==> src/rtl/usb_irq_defines.svh <==
// constants for the usb otg interrupt flag block: offsets, bit positions, timing
// assumes inclusion from the top module usb_irq_flags only; the package does not include it
//
// Summary of operation
// - id input change sets id_change_flag until software clears it.
// - each 1 ms timer expiry sets ms_timer_flag.
// - line state steady 1 ms and different from last stable state sets line_stable_flag.
// - activity on data lines or supply sense sets bus_activity_flag.
// - supply crossing a-session-end threshold either way sets session_valid_change_flag.
// - as b-device, supply crossing b-session-end sets b_session_end_flag.
// - as a-device, supply crossing a-supply-valid sets a_supply_valid_flag.
// - supply flags set on rising and falling crossings alike.
// - hardware sets flags; write one clears, zero keeps; all reset to zero.
// - otg enable bit per otg flag lets it raise the interrupt.
// - sending a stall handshake sets stall_sent_flag.
// - k state held 2.5 us sets resume_flag; k is taken as not se0 and not j at either speed.
// - bus idle 3 ms or longer sets idle_flag.
// - token completion sets token_done_flag; status readable in transfer_status_reg.
// - clearing token_done_flag advances the transfer status fifo.
// - received frame-start token or host threshold sets frame_start_flag.
// - error_summary_flag is read-only, set while any enabled error flag is set.
// - device mode: reset held 2.5 us sets bus_reset_flag once per reset.
// - host mode: not se0 and no activity for 2.5 us sets attach_flag.
// - host mode: bit 0 is detach_flag, set again only after reset clears.
// - bus event enable register masks each bus flag bit for bit.
`ifndef USB_IRQ_DEFINES_SVH
`define USB_IRQ_DEFINES_SVH

// register word offsets (byte addresses)
`define OFS_OTG_FLAGS     8'h00
`define OFS_OTG_ENABLES   8'h04
`define OFS_BUS_FLAGS     8'h08
`define OFS_BUS_ENABLES   8'h0C
`define OFS_XFER_STATUS   8'h10
`define OFS_ERR_FLAGS     8'h14
`define OFS_ERR_ENABLES   8'h18
`define OFS_MODE          8'h1C

// implemented bit masks
`define OTG_MASK          8'hFD
`define BUS_MASK_DEV      8'hBD
`define BUS_MASK_HOST     8'hFD
`define ERR_MASK          8'hBF

// bit positions
`define BIT_ID            3'd7
`define BIT_MS            3'd6
`define BIT_LSTATE        3'd5
`define BIT_ACTV          3'd4
`define BIT_SESVD         3'd3
`define BIT_SESEND        3'd2
`define BIT_VBUSVD        3'd0
`define BIT_STALL         3'd7
`define BIT_ATTACH        3'd6
`define BIT_RESUME        3'd5
`define BIT_IDLE          3'd4
`define BIT_TOKEN         3'd3
`define BIT_SOF           3'd2
`define BIT_ERR           3'd1
`define BIT_RST           3'd0

// timing at 125 MHz (8 ns)
`define CLK_PERIOD_PS     32'd8000
`define T_MS_PS           32'd1000000000
`define T_KSTATE_PS       32'd2500000
`define T_IDLE_PS         32'd3000000000
`define CYC_MS            (`T_MS_PS / `CLK_PERIOD_PS)
`define CYC_25US          ((`T_KSTATE_PS + `CLK_PERIOD_PS - 32'd1) / `CLK_PERIOD_PS)
`define CYC_IDLE          (`T_IDLE_PS / `CLK_PERIOD_PS)

// transfer status fifo depth
`define XFER_DEPTH        4
`define XFER_PTR_W        2

`endif

==> src/rtl/usb_irq_pkg.sv <==
// types for the usb otg interrupt flag block
// assumes usb_irq_defines.svh sits on the include path
package usb_irq_pkg;
    // wishbone request as seen by the slave
    typedef struct packed {
        logic        cyc;
        logic        stb;
        logic        we;
        logic [7:0]  adr;
        logic [3:0]  sel;
        logic [31:0] dat;
    } wb_req_t;

    // raw line and supply indications, asynchronous; synchronised inside usb_irq_flags
    typedef struct packed {
        logic id;
        logic se0;
        logic j_state_indication;
        logic dline_act;
        logic a_sess_end;
        logic b_sess_end;
        logic a_vbus_vld;
    } line_t;

    // one-cycle events from the protocol engine
    typedef struct packed {
        logic       stall_sent;
        logic       token_done;
        logic [7:0] token_status;
        logic       sof_seen;
        logic       detach_seen;
    } proto_ev_t;

    typedef enum logic [1:0] {
        RST_IDLE,
        RST_TIMING,
        RST_FLAGGED
    } rst_state_t;
endpackage : usb_irq_pkg

==> src/rtl/usb_irq_flags.sv <==
// usb otg interrupt status and enable logic with a wishbone classic slave
// assumes line pins are asynchronous; protocol events come from logic on clk
//
// Added by the designer: the Wishbone interface to the registers and the register addresses.
`timescale 1ns/1ps
`include "usb_irq_defines.svh"

module usb_irq_flags
    import usb_irq_pkg::*;
(
    input  wire logic      clk,
    input  wire logic      rst,
    input  wire wb_req_t   wb_req,
    output logic           wb_ack,
    output logic [31:0]    wb_dat_o,
    input  wire line_t     line_pins,
    input  wire proto_ev_t proto_ev,
    input  wire logic [7:0] err_events,
    output logic           irq
);

    // ------------------------------------------------------------
    // input synchronisers
    // ------------------------------------------------------------
    line_t line_meta;
    line_t line_s;
    line_t line_q;
    logic [3:0] sync_fill;

    // three stages before any logic looks at the pins
    // sync_fill walks a one in behind reset so edge detectors know when samples are real
    always_ff @(posedge clk or posedge rst) begin
        if (rst) begin
            line_meta <= '0;
            line_s    <= '0;
            line_q    <= '0;
            sync_fill <= '0;
        end else begin
            line_meta <= line_pins;
            line_s    <= line_meta;
            line_q    <= line_s;
            sync_fill <= {sync_fill[2:0], 1'b1};
        end
    end

    // ------------------------------------------------------------
    // registers
    // ------------------------------------------------------------
    logic [7:0] otg_event_flags;
    logic [7:0] otg_event_enables;
    logic [7:0] bus_flags;
    logic [7:0] bus_enables;
    logic [7:0] err_flags;
    logic [7:0] error_enable_reg;
    logic       host_mode;
    logic       low_speed;
    logic [7:0] next_otg_event_flags;
    logic [7:0] next_otg_event_enables;
    logic [7:0] next_bus_flags;
    logic [7:0] next_bus_enables;
    logic [7:0] next_err_flags;
    logic [7:0] next_error_enable_reg;
    logic       next_host_mode;
    logic       next_low_speed;
    // bus request decode, used by the fifo pop as well as the register write
    logic       req;
    logic       wr_otg_flags;
    logic       wr_bus_flags;
    logic       wr_err_flags;

    // ------------------------------------------------------------
    // timers
    // ------------------------------------------------------------
    logic [16:0] ms_cnt;
    logic [16:0] next_ms_cnt;
    logic        ms_tick;
    logic [8:0]  k_cnt;
    logic [8:0]  next_k_cnt;
    logic [8:0]  quiet_cnt;
    logic [8:0]  next_quiet_cnt;
    logic [18:0] idle_cnt;
    logic [18:0] next_idle_cnt;
    logic        idle_done;
    logic        next_idle_done;
    logic [1:0]  lstate_cur;
    logic [1:0]  lstate_stable;
    logic [1:0]  next_lstate_stable;
    logic [16:0] lstate_cnt;
    logic [16:0] next_lstate_cnt;
    logic        attach_done;
    logic        next_attach_done;
    logic [8:0]  rst_cnt;
    logic [8:0]  next_rst_cnt;
    rst_state_t  rst_state;
    rst_state_t  next_rst_state;
    logic        detach_armed;
    logic        next_detach_armed;
    // previous samples for the edge detectors, and the token queue controls
    logic        id_prev;
    logic        aend_prev;
    logic        bend_prev;
    logic        vbus_prev;
    logic [2:0]  fifo_cnt;
    logic        fifo_pop;
    logic        fifo_push;

    // saturating step toward a limit
    function automatic logic [18:0] step(input logic [18:0] v, input logic [18:0] lim);
        step = (v >= lim) ? lim : v + 19'h0_0001;
    endfunction : step

    // k state ignores speed: not se0 and not j, low_speed unused
    logic k_state;
    logic bus_j;
    assign bus_j   = line_q.j_state_indication;
    assign k_state = ~line_q.se0 & ~bus_j;
    assign ms_tick = (ms_cnt == 17'(`CYC_MS - 1));
    assign lstate_cur = {line_q.se0, bus_j};

    // timer next-state
    always_comb begin
        next_ms_cnt        = ms_tick ? 17'h0_0000 : ms_cnt + 17'h0_0001;
        next_k_cnt         = k_state ? 9'(step(19'(k_cnt), 19'(`CYC_25US))) : 9'h000;
        next_quiet_cnt     = (line_q.dline_act | line_q.se0) ? 9'h000
                             : 9'(step(19'(quiet_cnt), 19'(`CYC_25US)));
        next_idle_cnt      = (line_q.dline_act | ~bus_j | line_q.se0) ? 19'h0_0000
                             : step(idle_cnt, 19'(`CYC_IDLE));
        // one pulse when the count first reaches its limit, not on every saturated cycle
        next_idle_done     = (next_idle_cnt == 19'(`CYC_IDLE)) && (idle_cnt != 19'(`CYC_IDLE));
        next_attach_done   = (next_quiet_cnt == 9'(`CYC_25US)) && (quiet_cnt != 9'(`CYC_25US));
        next_rst_cnt       = line_q.se0 ? 9'(step(19'(rst_cnt), 19'(`CYC_25US))) : 9'h000;
        next_rst_state     = rst_state;
        unique case (rst_state)
            RST_IDLE:    if (line_q.se0) next_rst_state = RST_TIMING;
            RST_TIMING:  if (!line_q.se0) next_rst_state = RST_IDLE;
                         else if (rst_cnt == 9'(`CYC_25US)) next_rst_state = RST_FLAGGED;
            RST_FLAGGED: if (!line_q.se0) next_rst_state = RST_IDLE;
        endcase
        next_detach_armed  = detach_armed;
        if (proto_ev.detach_seen)
            next_detach_armed = 1'b0;
        else if (!line_q.se0)
            next_detach_armed = 1'b1;
    end

    // the prev copies are only trusted once line_q has real samples behind it,
    // else reset zeros against an idle-high pin would look like a change
    logic edges_ok;
    assign edges_ok = sync_fill[3];

    logic [1:0] lstate_last;
    logic [1:0] next_lstate_last;
    logic       lstate_hit;
    assign lstate_hit = (lstate_cnt == 17'(`CYC_MS - 1));

    always_comb begin
        next_lstate_last   = lstate_cur;
        next_lstate_stable = lstate_stable;
        if (lstate_cur != lstate_last)
            next_lstate_cnt = 17'h0_0000;
        else if (lstate_hit)
            next_lstate_cnt = lstate_cnt;
        else
            next_lstate_cnt = lstate_cnt + 17'h0_0001;
        // record the new stable state only in the cycle the flag fires for it
        if (lstate_hit && (lstate_cur == lstate_last) && (lstate_cur != lstate_stable))
            next_lstate_stable = lstate_cur;
    end

    always_ff @(posedge clk or posedge rst) begin
        if (rst) begin
            ms_cnt        <= '0;
            k_cnt         <= '0;
            quiet_cnt     <= '0;
            idle_cnt      <= '0;
            idle_done     <= 1'b0;
            attach_done   <= 1'b0;
            rst_cnt       <= '0;
            rst_state     <= RST_IDLE;
            detach_armed  <= 1'b0;
            lstate_cnt    <= '0;
            lstate_last   <= '0;
            lstate_stable <= '0;
        end else begin
            ms_cnt        <= next_ms_cnt;
            k_cnt         <= next_k_cnt;
            quiet_cnt     <= next_quiet_cnt;
            idle_cnt      <= next_idle_cnt;
            idle_done     <= next_idle_done;
            attach_done   <= next_attach_done;
            rst_cnt       <= next_rst_cnt;
            rst_state     <= next_rst_state;
            detach_armed  <= next_detach_armed;
            lstate_cnt    <= next_lstate_cnt;
            lstate_last   <= next_lstate_last;
            lstate_stable <= next_lstate_stable;
        end
    end

    // ------------------------------------------------------------
    // hardware set events
    // ------------------------------------------------------------
    logic [7:0] otg_set;
    logic [7:0] bus_set;
    logic       stable_change;
    logic       resume_ev;
    logic       reset_ev;
    assign stable_change = lstate_hit && (lstate_cur == lstate_last)
                           && (lstate_cur != lstate_stable);
    assign resume_ev = (k_cnt == 9'(`CYC_25US - 1)) & k_state;
    assign reset_ev  = (rst_state == RST_TIMING) && line_q.se0
                       && (rst_cnt == 9'(`CYC_25US));

    always_comb begin
        otg_set = 8'h00;
        otg_set[`BIT_ID]     = edges_ok & (id_prev ^ line_q.id);
        otg_set[`BIT_MS]     = ms_tick;
        otg_set[`BIT_LSTATE] = stable_change;
        otg_set[`BIT_ACTV]   = line_q.dline_act
                               | (edges_ok & (vbus_prev ^ line_q.a_vbus_vld));
        otg_set[`BIT_SESVD]  = edges_ok & (aend_prev ^ line_q.a_sess_end);
        otg_set[`BIT_SESEND] = edges_ok & ~line_q.id & (bend_prev ^ line_q.b_sess_end);
        otg_set[`BIT_VBUSVD] = edges_ok & line_q.id & (vbus_prev ^ line_q.a_vbus_vld);
        bus_set = 8'h00;
        bus_set[`BIT_STALL]  = proto_ev.stall_sent;
        bus_set[`BIT_ATTACH] = host_mode & attach_done;
        bus_set[`BIT_RESUME] = resume_ev;
        bus_set[`BIT_IDLE]   = idle_done;
        // popping the last entry lets the clear win; with more queued the flag stays
        bus_set[`BIT_TOKEN]  = fifo_push | (fifo_pop & (fifo_cnt > 3'd1));
        bus_set[`BIT_SOF]    = proto_ev.sof_seen;
        bus_set[`BIT_RST]    = host_mode ? (proto_ev.detach_seen & detach_armed)
                                         : (~host_mode & reset_ev);
    end

    always_ff @(posedge clk or posedge rst) begin
        if (rst) begin
            id_prev   <= 1'b0;
            aend_prev <= 1'b0;
            bend_prev <= 1'b0;
            vbus_prev <= 1'b0;
        end else begin
            id_prev   <= line_q.id;
            aend_prev <= line_q.a_sess_end;
            bend_prev <= line_q.b_sess_end;
            vbus_prev <= line_q.a_vbus_vld;
        end
    end

    // ------------------------------------------------------------
    // transfer status fifo
    // ------------------------------------------------------------
    logic [7:0]             fifo_mem [`XFER_DEPTH];
    logic [`XFER_PTR_W-1:0] rd_ptr;
    logic [`XFER_PTR_W-1:0] wr_ptr;
    assign fifo_push = proto_ev.token_done && (fifo_cnt != 3'(`XFER_DEPTH));
    // clearing the token flag pops the shown entry so the next one appears
    assign fifo_pop  = wr_bus_flags && wb_req.dat[`BIT_TOKEN] && (fifo_cnt != 3'd0);

    always_ff @(posedge clk or posedge rst) begin
        if (rst) begin
            rd_ptr   <= '0;
            wr_ptr   <= '0;
            fifo_cnt <= '0;
            for (int i = 0; i < `XFER_DEPTH; i++) fifo_mem[i] <= 8'h00;
        end else begin
            if (fifo_push) begin
                fifo_mem[wr_ptr] <= proto_ev.token_status;
                wr_ptr <= wr_ptr + 1'b1;
            end
            if (fifo_pop) rd_ptr <= rd_ptr + 1'b1;
            fifo_cnt <= fifo_cnt + 3'(fifo_push) - 3'(fifo_pop);
        end
    end

    // ------------------------------------------------------------
    // wishbone slave: ack one cycle after request, dropped next cycle
    // ------------------------------------------------------------
    assign req          = wb_req.cyc & wb_req.stb & ~wb_ack;
    assign wr_otg_flags = req & wb_req.we & wb_req.sel[0] && wb_req.adr == `OFS_OTG_FLAGS;
    assign wr_bus_flags = req & wb_req.we & wb_req.sel[0] && wb_req.adr == `OFS_BUS_FLAGS;
    assign wr_err_flags = req & wb_req.we & wb_req.sel[0] && wb_req.adr == `OFS_ERR_FLAGS;

    // write-one-clear with set winning over the clear
    function automatic logic [7:0] w1c(input logic [7:0] cur, input logic [7:0] set,
                                       input logic clr_en, input logic [7:0] clr);
        w1c = (cur & ~(clr_en ? clr : 8'h00)) | set;
    endfunction : w1c

    logic wr_ctl;
    assign wr_ctl = req & wb_req.we & wb_req.sel[0];

    always_comb begin
        next_otg_event_flags   = w1c(otg_event_flags, otg_set, wr_otg_flags, wb_req.dat[7:0])
                                 & `OTG_MASK;
        next_bus_flags         = w1c(bus_flags, bus_set, wr_bus_flags, wb_req.dat[7:0])
                                 & (host_mode ? `BUS_MASK_HOST : `BUS_MASK_DEV);
        next_err_flags         = w1c(err_flags, err_events, wr_err_flags, wb_req.dat[7:0])
                                 & `ERR_MASK;
        next_otg_event_enables = otg_event_enables;
        next_bus_enables       = bus_enables;
        next_error_enable_reg  = error_enable_reg;
        next_host_mode         = host_mode;
        next_low_speed         = low_speed;
        if (wr_ctl && wb_req.adr == `OFS_OTG_ENABLES)
            next_otg_event_enables = wb_req.dat[7:0] & `OTG_MASK;
        if (wr_ctl && wb_req.adr == `OFS_BUS_ENABLES)
            next_bus_enables = wb_req.dat[7:0];
        if (wr_ctl && wb_req.adr == `OFS_ERR_ENABLES)
            next_error_enable_reg = wb_req.dat[7:0] & `ERR_MASK;
        if (wr_ctl && wb_req.adr == `OFS_MODE) begin
            next_host_mode = wb_req.dat[0];
            next_low_speed = wb_req.dat[1];
        end
    end

    always_ff @(posedge clk or posedge rst) begin
        if (rst) begin
            otg_event_flags   <= 8'h00;
            otg_event_enables <= 8'h00;
            bus_flags         <= 8'h00;
            bus_enables       <= 8'h00;
            err_flags         <= 8'h00;
            error_enable_reg  <= 8'h00;
            host_mode         <= 1'b0;
            low_speed         <= 1'b0;
        end else begin
            otg_event_flags   <= next_otg_event_flags;
            otg_event_enables <= next_otg_event_enables;
            bus_flags         <= next_bus_flags;
            bus_enables       <= next_bus_enables;
            err_flags         <= next_err_flags;
            error_enable_reg  <= next_error_enable_reg;
            host_mode         <= next_host_mode;
            low_speed         <= next_low_speed;
        end
    end

    // summary bit is computed, never stored, so writes cannot clear it
    logic       err_summary;
    logic [7:0] bus_view;
    assign err_summary = |(err_flags & error_enable_reg);
    assign bus_view    = (bus_flags & ~8'h02) | {6'h00, err_summary, 1'b0};

    // read mux, registered
    logic [31:0] next_rdata;
    always_comb begin
        next_rdata = 32'h0000_0000;
        unique case (wb_req.adr)
            `OFS_OTG_FLAGS:   next_rdata[7:0] = otg_event_flags;
            `OFS_OTG_ENABLES: next_rdata[7:0] = otg_event_enables;
            `OFS_BUS_FLAGS:   next_rdata[7:0] = bus_view;
            `OFS_BUS_ENABLES: next_rdata[7:0] = bus_enables
                                & (host_mode ? 8'hFF : 8'hBF);
            `OFS_XFER_STATUS: next_rdata[7:0] = (fifo_cnt != 3'd0) ? fifo_mem[rd_ptr]
                                                                 : 8'h00;
            `OFS_ERR_FLAGS:   next_rdata[7:0] = err_flags;
            `OFS_ERR_ENABLES: next_rdata[7:0] = error_enable_reg;
            `OFS_MODE:        next_rdata[7:0] = {6'h00, low_speed, host_mode};
            default:          next_rdata = 32'h0000_0000;
        endcase
    end

    always_ff @(posedge clk or posedge rst) begin
        if (rst) begin
            wb_ack   <= 1'b0;
            wb_dat_o <= 32'h0000_0000;
        end else begin
            wb_ack   <= req;
            wb_dat_o <= req ? next_rdata : 32'h0000_0000;
        end
    end

    // one level request from all enabled flag pairs
    assign irq = |(otg_event_flags & otg_event_enables)
               | |(bus_view & bus_enables);

endmodule : usb_irq_flags

==> config.mk <==
export PLATFORM = sky130hd
export DESIGN_NAME = usb_irq_flags
export DESIGN_NICKNAME = d
export VERILOG_FILES = /design/src/rtl/usb_irq_pkg.sv /design/src/rtl/usb_irq_flags.sv
export VERILOG_INCLUDE_DIRS = /design/src /design/src/rtl
export SDC_FILE = /design/constraint.sdc
export NUM_CORES = 1
export LEC_CHECK = 0
export BUFFER_PORTS_ARGS = -buffer_cell sky130_fd_sc_hd__buf_4
export CAP_MARGIN = 20
export CELL_PAD_IN_SITES_DETAIL_PLACEMENT = 2
export CELL_PAD_IN_SITES_GLOBAL_PLACEMENT = 2
export CORE_MARGIN = 1.5
export CORE_UTILIZATION = 35
export DETAILED_ROUTE_END_ITERATION = 6
export PLACE_DENSITY = 0.75
export SLEW_MARGIN = 10
export SYNTH_ARGS = -nofsm -noshare
export SYNTH_HDL_FRONTEND = slang
export SYNTH_SLANG_ARGS = --single-unit
==> constraint.sdc <==
create_clock -name clk -period 6.85 [get_ports clk]
set_input_delay 0.685 -clock clk [delete_from_list [all_inputs] [get_ports clk]]
set_output_delay 0.685 -clock clk [all_outputs]
set_load 0.005 [all_outputs]
# After elaboration in Yosys (flattened, before gate mapping)
# Cells that the tools add are included.
[classes]
muxes = 33
n_lt_le_gt_ge = 8
eq_ne = 26
n_bitwise = 49
reduce_logical = 24
addsub = 10
[ops]
columns = ["operator", "count"]
rows = [
  ["bitwise AND 8 bit", 8],
  ["2-to-1 mux 8 bit", 8],
  ["case mux 8 bit (8 select lines)", 1],
  ["2-to-1 mux 9 bit", 6],
  ["2-to-1 mux 17 bit", 3],
  ["2-to-1 mux 19 bit", 2],
  ["adder 17 x 1 -> 17 bit (second input constant)", 2],
  ["equality test 17 bit (second input constant)", 2],
  ["bitwise mux 32 bit", 1],
  ["equality test 8 x 5 -> 1 bit (second input constant)", 4],
  ["adder 9 x 1 -> 9 bit (second input constant)", 3],
  ["equality test 9 bit (second input constant)", 3],
  [">= comparator 9 bit (second input constant)", 3],
  ["inverter 8 bit", 3],
  ["OR 8 bit", 3],
  ["OR reduction 8 bit", 3],
  ["adder 19 x 1 -> 19 bit (second input constant)", 1],
  ["equality test 19 bit (second input constant)", 1],
  [">= comparator 19 bit (second input constant)", 1],
  ["inequality test 19 bit (second input constant)", 1],
  ["bitwise AND 1 bit", 17],
  ["logical AND 1 bit", 17],
  ["binary-select mux 8 bit (select 2 bit)", 1],
  ["demux 8 bit (select 2 bit)", 1],
  ["29 further kinds", 55],
]
[totals]
output_inout_bits = 34
wordCells = 205
in_bits = 76
reg_bits = 212

# Depth between registers and ports, before layout
[logic_depth]
word_depth = 11
mapped_depth = 10
depth_no_buf = 9

# Worst setup path before layout
# OpenSTA, ideal clock, no wires.
[synth_path]
kind = "input -> register"
startpoint = "input port wb_req[41] (netlist name)"
endpoint = "register fifo_cnt[2]"
t_arrival_ps = 2762
setup_ps = 123
n_path_buf = 0
stages = 8
path_slack_ps = 3965
required_time_ps = 6727
path_cell_list = "or4b_4 -> nor4_4 -> and3_4 -> ha_1 -> inv_1 -> ha_1 -> fa_1 -> xnor2_1"
[synth_via]
elab_chain_cells = 5
[synth_lines]
columns = ["item", "line_no", "source"]
rows = [
  ["from (decl)", "usb_irq_flags.sv:13", "input wire wb_req_t wb_req,"],
  ["equality test 8 x 4 -> 1 bit", "--", ""],
  ["logical AND 1 bit (no source line)", "--", ""],
  ["logical AND 1 bit (2 in a row)", "usb_irq_flags.sv:258", "assign fifo_pop = wr_bus_flags && wb_req.dat[`BIT_TOKEN] && (fifo_cnt != 3'd0);"],
  ["via fifo_pop", "usb_irq_flags.sv:104", "logic fifo_pop;"],
  ["subtractor 3 x 1 -> 3 bit", "usb_irq_flags.sv:272", "fifo_cnt <= fifo_cnt + 3'(fifo_push) - 3'(fifo_pop);"],
  ["to (signal assigned)", "usb_irq_flags.sv:272", ""],
  ["to (decl)", "usb_irq_flags.sv:103", "logic [2:0] fifo_cnt;"],
]
# The timed path passes the listed nets, and every way through them passes these cells.
# A chain may end at the register's enable or synchronous reset.

# Worst setup path after layout
[layout_path]
startpoint = "register err_flags[4]"
endpoint = "output port irq"
[layout_via]
elab_chain_cells = 6
[layout_lines]
columns = ["item", "line_no", "source"]
rows = [
  ["from (decl)", "usb_irq_flags.sv:53", "logic [7:0] err_flags;"],
  ["from (signal assigned)", "usb_irq_flags.sv:332", "err_flags <= next_err_flags;"],
  ["bitwise AND 8 bit", "usb_irq_flags.sv:342", "assign err_summary = |(err_flags & error_enable_reg);"],
  ["OR reduction 8 bit", "usb_irq_flags.sv:342", ""],
  ["OR 8 x 2 -> 8 bit", "usb_irq_flags.sv:343", "assign bus_view = (bus_flags & ~8'h02) | {6'h00, err_summary, 1'b0};"],
  ["bitwise AND 8 bit", "usb_irq_flags.sv:376", "| |(bus_view & bus_enables);"],
  ["OR reduction 8 bit", "usb_irq_flags.sv:376", ""],
  ["OR 1 bit", "usb_irq_flags.sv:376", ""],
  ["to (decl)", "usb_irq_flags.sv:19", "output logic irq"],
]
# No other way between the ends.

==> impl_metrics.tcl <==
set metrics [dict create \
    comb_power_share_pct 11.8 \
    power.sequential.fraction_pct 45.5 \
    most_frequently_used_flop_master_after_synthesis "sky130_fd_sc_hd__dfrtp_1" \
    post_cts_buffers 0 \
    whs_endpoint "line_meta[5]" \
    drt_iter0_markers 232 \
    fin_skew_ns 0.01097 \
    internal-power_mw 2.405 \
    cts_buffer_depth 3 \
    timing.final.crit_period_ns 2.667 \
    cp_slowest_stage_delay_ns 0.45 \
    worstHoldStart "line_pins[5]" \
    port-buffer-count 57 \
    drive_above_1_share_pct 14.33 \
    critPathLaunchType "flop" \
    drv.max_cap_violation_count 0 \
    yosys.area.top_type_share_pct 52.66 \
    final.fill_count 2899 \
    synthesis.instances 885 \
    ys_seq_elements 211 \
    top_regs "fifo_mem (32), idle_cnt (19)" \
    p_switching_uw 813.4 \
    route.detailed.wl_per_inst_um 19.28 \
    die_x_um 172.3 \
    run_status "complete, no violations" \
    switching_share_of_power_pct 25.27 \
    biggest_area_contributors_in_the_synthesized_netlist "sky130_fd_sc_hd__dfrtp_1, sky130_fd_sc_hd__mux2_1, sky130_fd_sc_hd__xnor2_1, sky130_fd_sc_hd__xor2_1, sky130_fd_sc_hd__ha_1" \
    grt_antenna_before_repair 0 \
    track_usage_pct 18.37 \
    synth.yosys.warnings 0 \
    r2r.worst_path.cells 5 \
    synth-async-reset-ratio_pct 100.0 \
    drt-total-wl_um 25990 \
    regToRegSetupSlack_ns 4.48 \
    post-synth-top-area-cell "sky130_fd_sc_hd__dfrtp_1" \
    regToRegStartpoint "lstate_cnt[4]" \
    detailed_route_vias_per_instance 5.214 \
    post_cts_resize_count 0 \
    worst_max_slew_pin_slew_ns 0.9910 \
    floorplan.io_pins 110 \
    cts_buffers 26 \
    synth.avg_cell_area_um2 11.33 \
    maxClockFrequency_mhz 374.9 \
    power_density_nw_per_um2 276.8 \
    first_pass_grt_wire_length_um 43020 \
    cp_num_buf_inv 1 \
    post_cts_hold_buffer_count 0 \
    power.leakage_nw 4.985 \
    syn_area_um2 10030 \
    finalSetupTns_ns 0 \
    report.final.slew_viol_count 0 \
    clock_insertion_delay_at_the_later_pin_of_the_skew_report_ns 0.53 \
    path_class "flop to output port" \
    required_ns 6.16 \
    period_share_pct 38.94 \
    clock_pin_slew_worst_setup_and_hold_paths_ns 0.06 \
    diodes 0 \
    crit_path_cell_trace "a222oi_1, nand3_1, nand2_1, nand4_1, buf_4" \
    max-vdd-ir-drop_mv 0.2161 \
    drt_drc_violations_left 0 \
    detail_route.first_pass.iterations 5 \
    placeableCoreArea_um2 28010 \
    stdcell_count 1348 \
    grt.overflow.total 0 \
    synth_enable_flop_cells 0 \
    min_path_type "primary input to flop" \
    regMostFlops "fifo_mem" \
    timing.hold.worst_path_depth 1 \
    finalHoldViolations 0 \
    start_util_pct 35.80 \
    post-dp-hpwl_um 17830 \
    vias 7028 \
    largest_register_ff_count 32 \
    share_clk_of_total_power_pct 42.7 \
    post-place-cells 1301 \
    grt_setup_unrepaired "no" \
    crit_slowest_cell "sky130_fd_sc_hd__a222oi_1" \
    number_of_clock_sinks 211 \
    worstPathMaxFanout 3 \
    cp-end-kind "output port" \
    grt_start_max_net_pins 140 \
    grt_pass1_vias 7886 \
    fp.dieH_um 172.3 \
    yosys.cell_types.count 79 \
    arrival_ns 1.98 \
    area_growth_syn_to_layout_pct 15.93 \
    cts_tree "yes" \
    clock_tree.root_cell "sky130_fd_sc_hd__clkbuf_16" \
    setup-violations-final 0 \
    end_of_the_worst_register_to_register_path "lstate_stable[1]" \
    h-tree-depth 1 \
    rows 61 \
    die_area_um2 29670 \
    place.gp.congestion 0.7512 \
    drt_antenna_net_count 0 \
    nets 1051 \
    seq_area_frac_synth_pct 52.66 \
    relSlewSlack_pct 33.94 \
    critical-path-top-delay-family "compound AO/OA/AOI/OAI gates" \
]
[per-stage QoR]
| stage | area (µm²) | total power [mW] | setup slack [ns] | util, % | hold slack [ns] |
|---|---|---|---|---|---|
| 2_1_floorplan | 10110 | 1.725 | 0.3991 | - | 0.3312 |
| 3_3_place_gp | 10760 | 1.826 | 3.743 | 38.41 | 0.3331 |
| 3_5_place_dp | 10760 | 1.867 | 3.733 | 38.41 | 0.3362 |
| 4_1_cts | 11620 | 3.268 | 4.156 | 41.48 | 0.2472 |
| 5_1_grt | 11620 | 3.363 | 4.042 | 41.50 | 0.2467 |
| 6_report | 11620 | 3.218 | 4.183 | 41.50 | 0.2661 |
[metal layers]
metal  GRT usage, %  up-vias  routed length [µm]
li1               -     3226                   -
met1          24.07     3653               11890
met2          31.75      102               12640
met3          2.884       47                 894
met4          4.499        0                 569
met5              0        -                   0
[layout by cell type, fill, tap and decap left out, types with 11 or more instances in the layout]
| cell | instances |
|---|---|
| sky130_fd_sc_hd__xor2_1 | 33 |
| sky130_fd_sc_hd__a21oi_1 | 38 |
| sky130_fd_sc_hd__a22o_1 | 11 |
| sky130_fd_sc_hd__inv_1 | 22 |
| sky130_fd_sc_hd__mux2_1 | 51 |
| sky130_fd_sc_hd__conb_1 | 25 |
| sky130_fd_sc_hd__a31oi_1 | 12 |
| sky130_fd_sc_hd__buf_4 | 62 |
| sky130_fd_sc_hd__a22oi_1 | 11 |
| sky130_fd_sc_hd__xnor2_1 | 39 |
| sky130_fd_sc_hd__a21o_1 | 12 |
| sky130_fd_sc_hd__and3_1 | 12 |
| sky130_fd_sc_hd__nand3_1 | 39 |
| sky130_fd_sc_hd__nand4_1 | 15 |
| sky130_fd_sc_hd__dfrtp_1 | 211 |
| sky130_fd_sc_hd__nor2_1 | 70 |
| sky130_fd_sc_hd__nand2_1 | 72 |
| sky130_fd_sc_hd__ha_1 | 22 |
| sky130_fd_sc_hd__nor3_1 | 16 |
| sky130_fd_sc_hd__clkbuf_16 | 27 |
[Yosys cell counts, types with 5 or more instances]
| library cell | n |
|---|---|
| sky130_fd_sc_hd__a31oi_1 | 12 |
| sky130_fd_sc_hd__buf_2 | 6 |
| sky130_fd_sc_hd__buf_4 | 25 |
| sky130_fd_sc_hd__a21oi_1 | 38 |
| sky130_fd_sc_hd__clkbuf_1 | 11 |
| sky130_fd_sc_hd__nor2b_1 | 9 |
| sky130_fd_sc_hd__nor3_1 | 16 |
| sky130_fd_sc_hd__and2_1 | 6 |
| sky130_fd_sc_hd__nor4_1 | 11 |
| sky130_fd_sc_hd__nand3_1 | 39 |
| sky130_fd_sc_hd__ha_1 | 22 |
| sky130_fd_sc_hd__or3_1 | 8 |
| sky130_fd_sc_hd__a221oi_1 | 7 |
| sky130_fd_sc_hd__a21o_1 | 12 |
| sky130_fd_sc_hd__o21ai_0 | 7 |
| sky130_fd_sc_hd__xnor2_1 | 39 |
| sky130_fd_sc_hd__mux2_2 | 7 |
| sky130_fd_sc_hd__and3_1 | 12 |
| sky130_fd_sc_hd__nand4_1 | 15 |
| sky130_fd_sc_hd__xor2_1 | 33 |
| sky130_fd_sc_hd__mux4_2 | 8 |
| sky130_fd_sc_hd__nor2_1 | 70 |
| sky130_fd_sc_hd__nand2_1 | 72 |
| sky130_fd_sc_hd__and4_1 | 5 |
| sky130_fd_sc_hd__mux2_1 | 51 |
| sky130_fd_sc_hd__a22oi_1 | 11 |
| sky130_fd_sc_hd__inv_1 | 23 |
| sky130_fd_sc_hd__dfrtp_1 | 211 |
| sky130_fd_sc_hd__a22o_1 | 11 |
[power by group through the flow]
stage                     Combinational, mW  Clock, mW  Sequential [mW]
after floorplan                       0.276          0             1.45
after global placement                0.357          0             1.47
after detailed placement              0.383          0             1.48
after CTS                             0.393       1.41             1.47
after global routing                  0.430       1.45             1.48
final                                 0.380       1.37             1.46
[logic make-up (layout without fill, tap and decap cells)]
logic type	count (synthesis)	in the layout	share of synthesized area, %
adders and majority gates	24	24	3.045
muxes	70	70	8.710
buffers and inverters	70	132	3.881
other	2	25	0.07490
DFF	211	211	52.66
AOI/OAI and AO/OA	127	127	8.647
and+or+nand+nor	308	308	16.53
xor gates and xnor gates	73	73	6.451
[how the worst max path moves through the flow]
stage                      start           to  slack, ns  depth (start not counted)
finish              err_flags[4]          irq       4.18                          5
global route        err_flags[4]          irq       4.04                          5
CTS                 bus_flags[0]          irq       4.16                          5
detailed placement    wb_req[41]  fifo_cnt[2]       3.73                         10
global placement      wb_req[41]  fifo_cnt[2]       3.74                         10
floorplan                    rst    aend_prev       0.40                          1
[area by class of cell]
cell class                      instances  area [µm²]  share of cell area, %
Timing Repair Buffer                   62       465.4                  4.004
Sequential cell                       211        5280                  45.42
Multi-Input combinational cell        627        4451                  38.28
Tap cell                              378       473.0                  4.068
Inverter                               24       97.59                 0.8395
Clock inverter                          7       87.58                 0.7534
Clock buffer                           39       770.7                  6.630
Power figures use the tool's default switching activity.
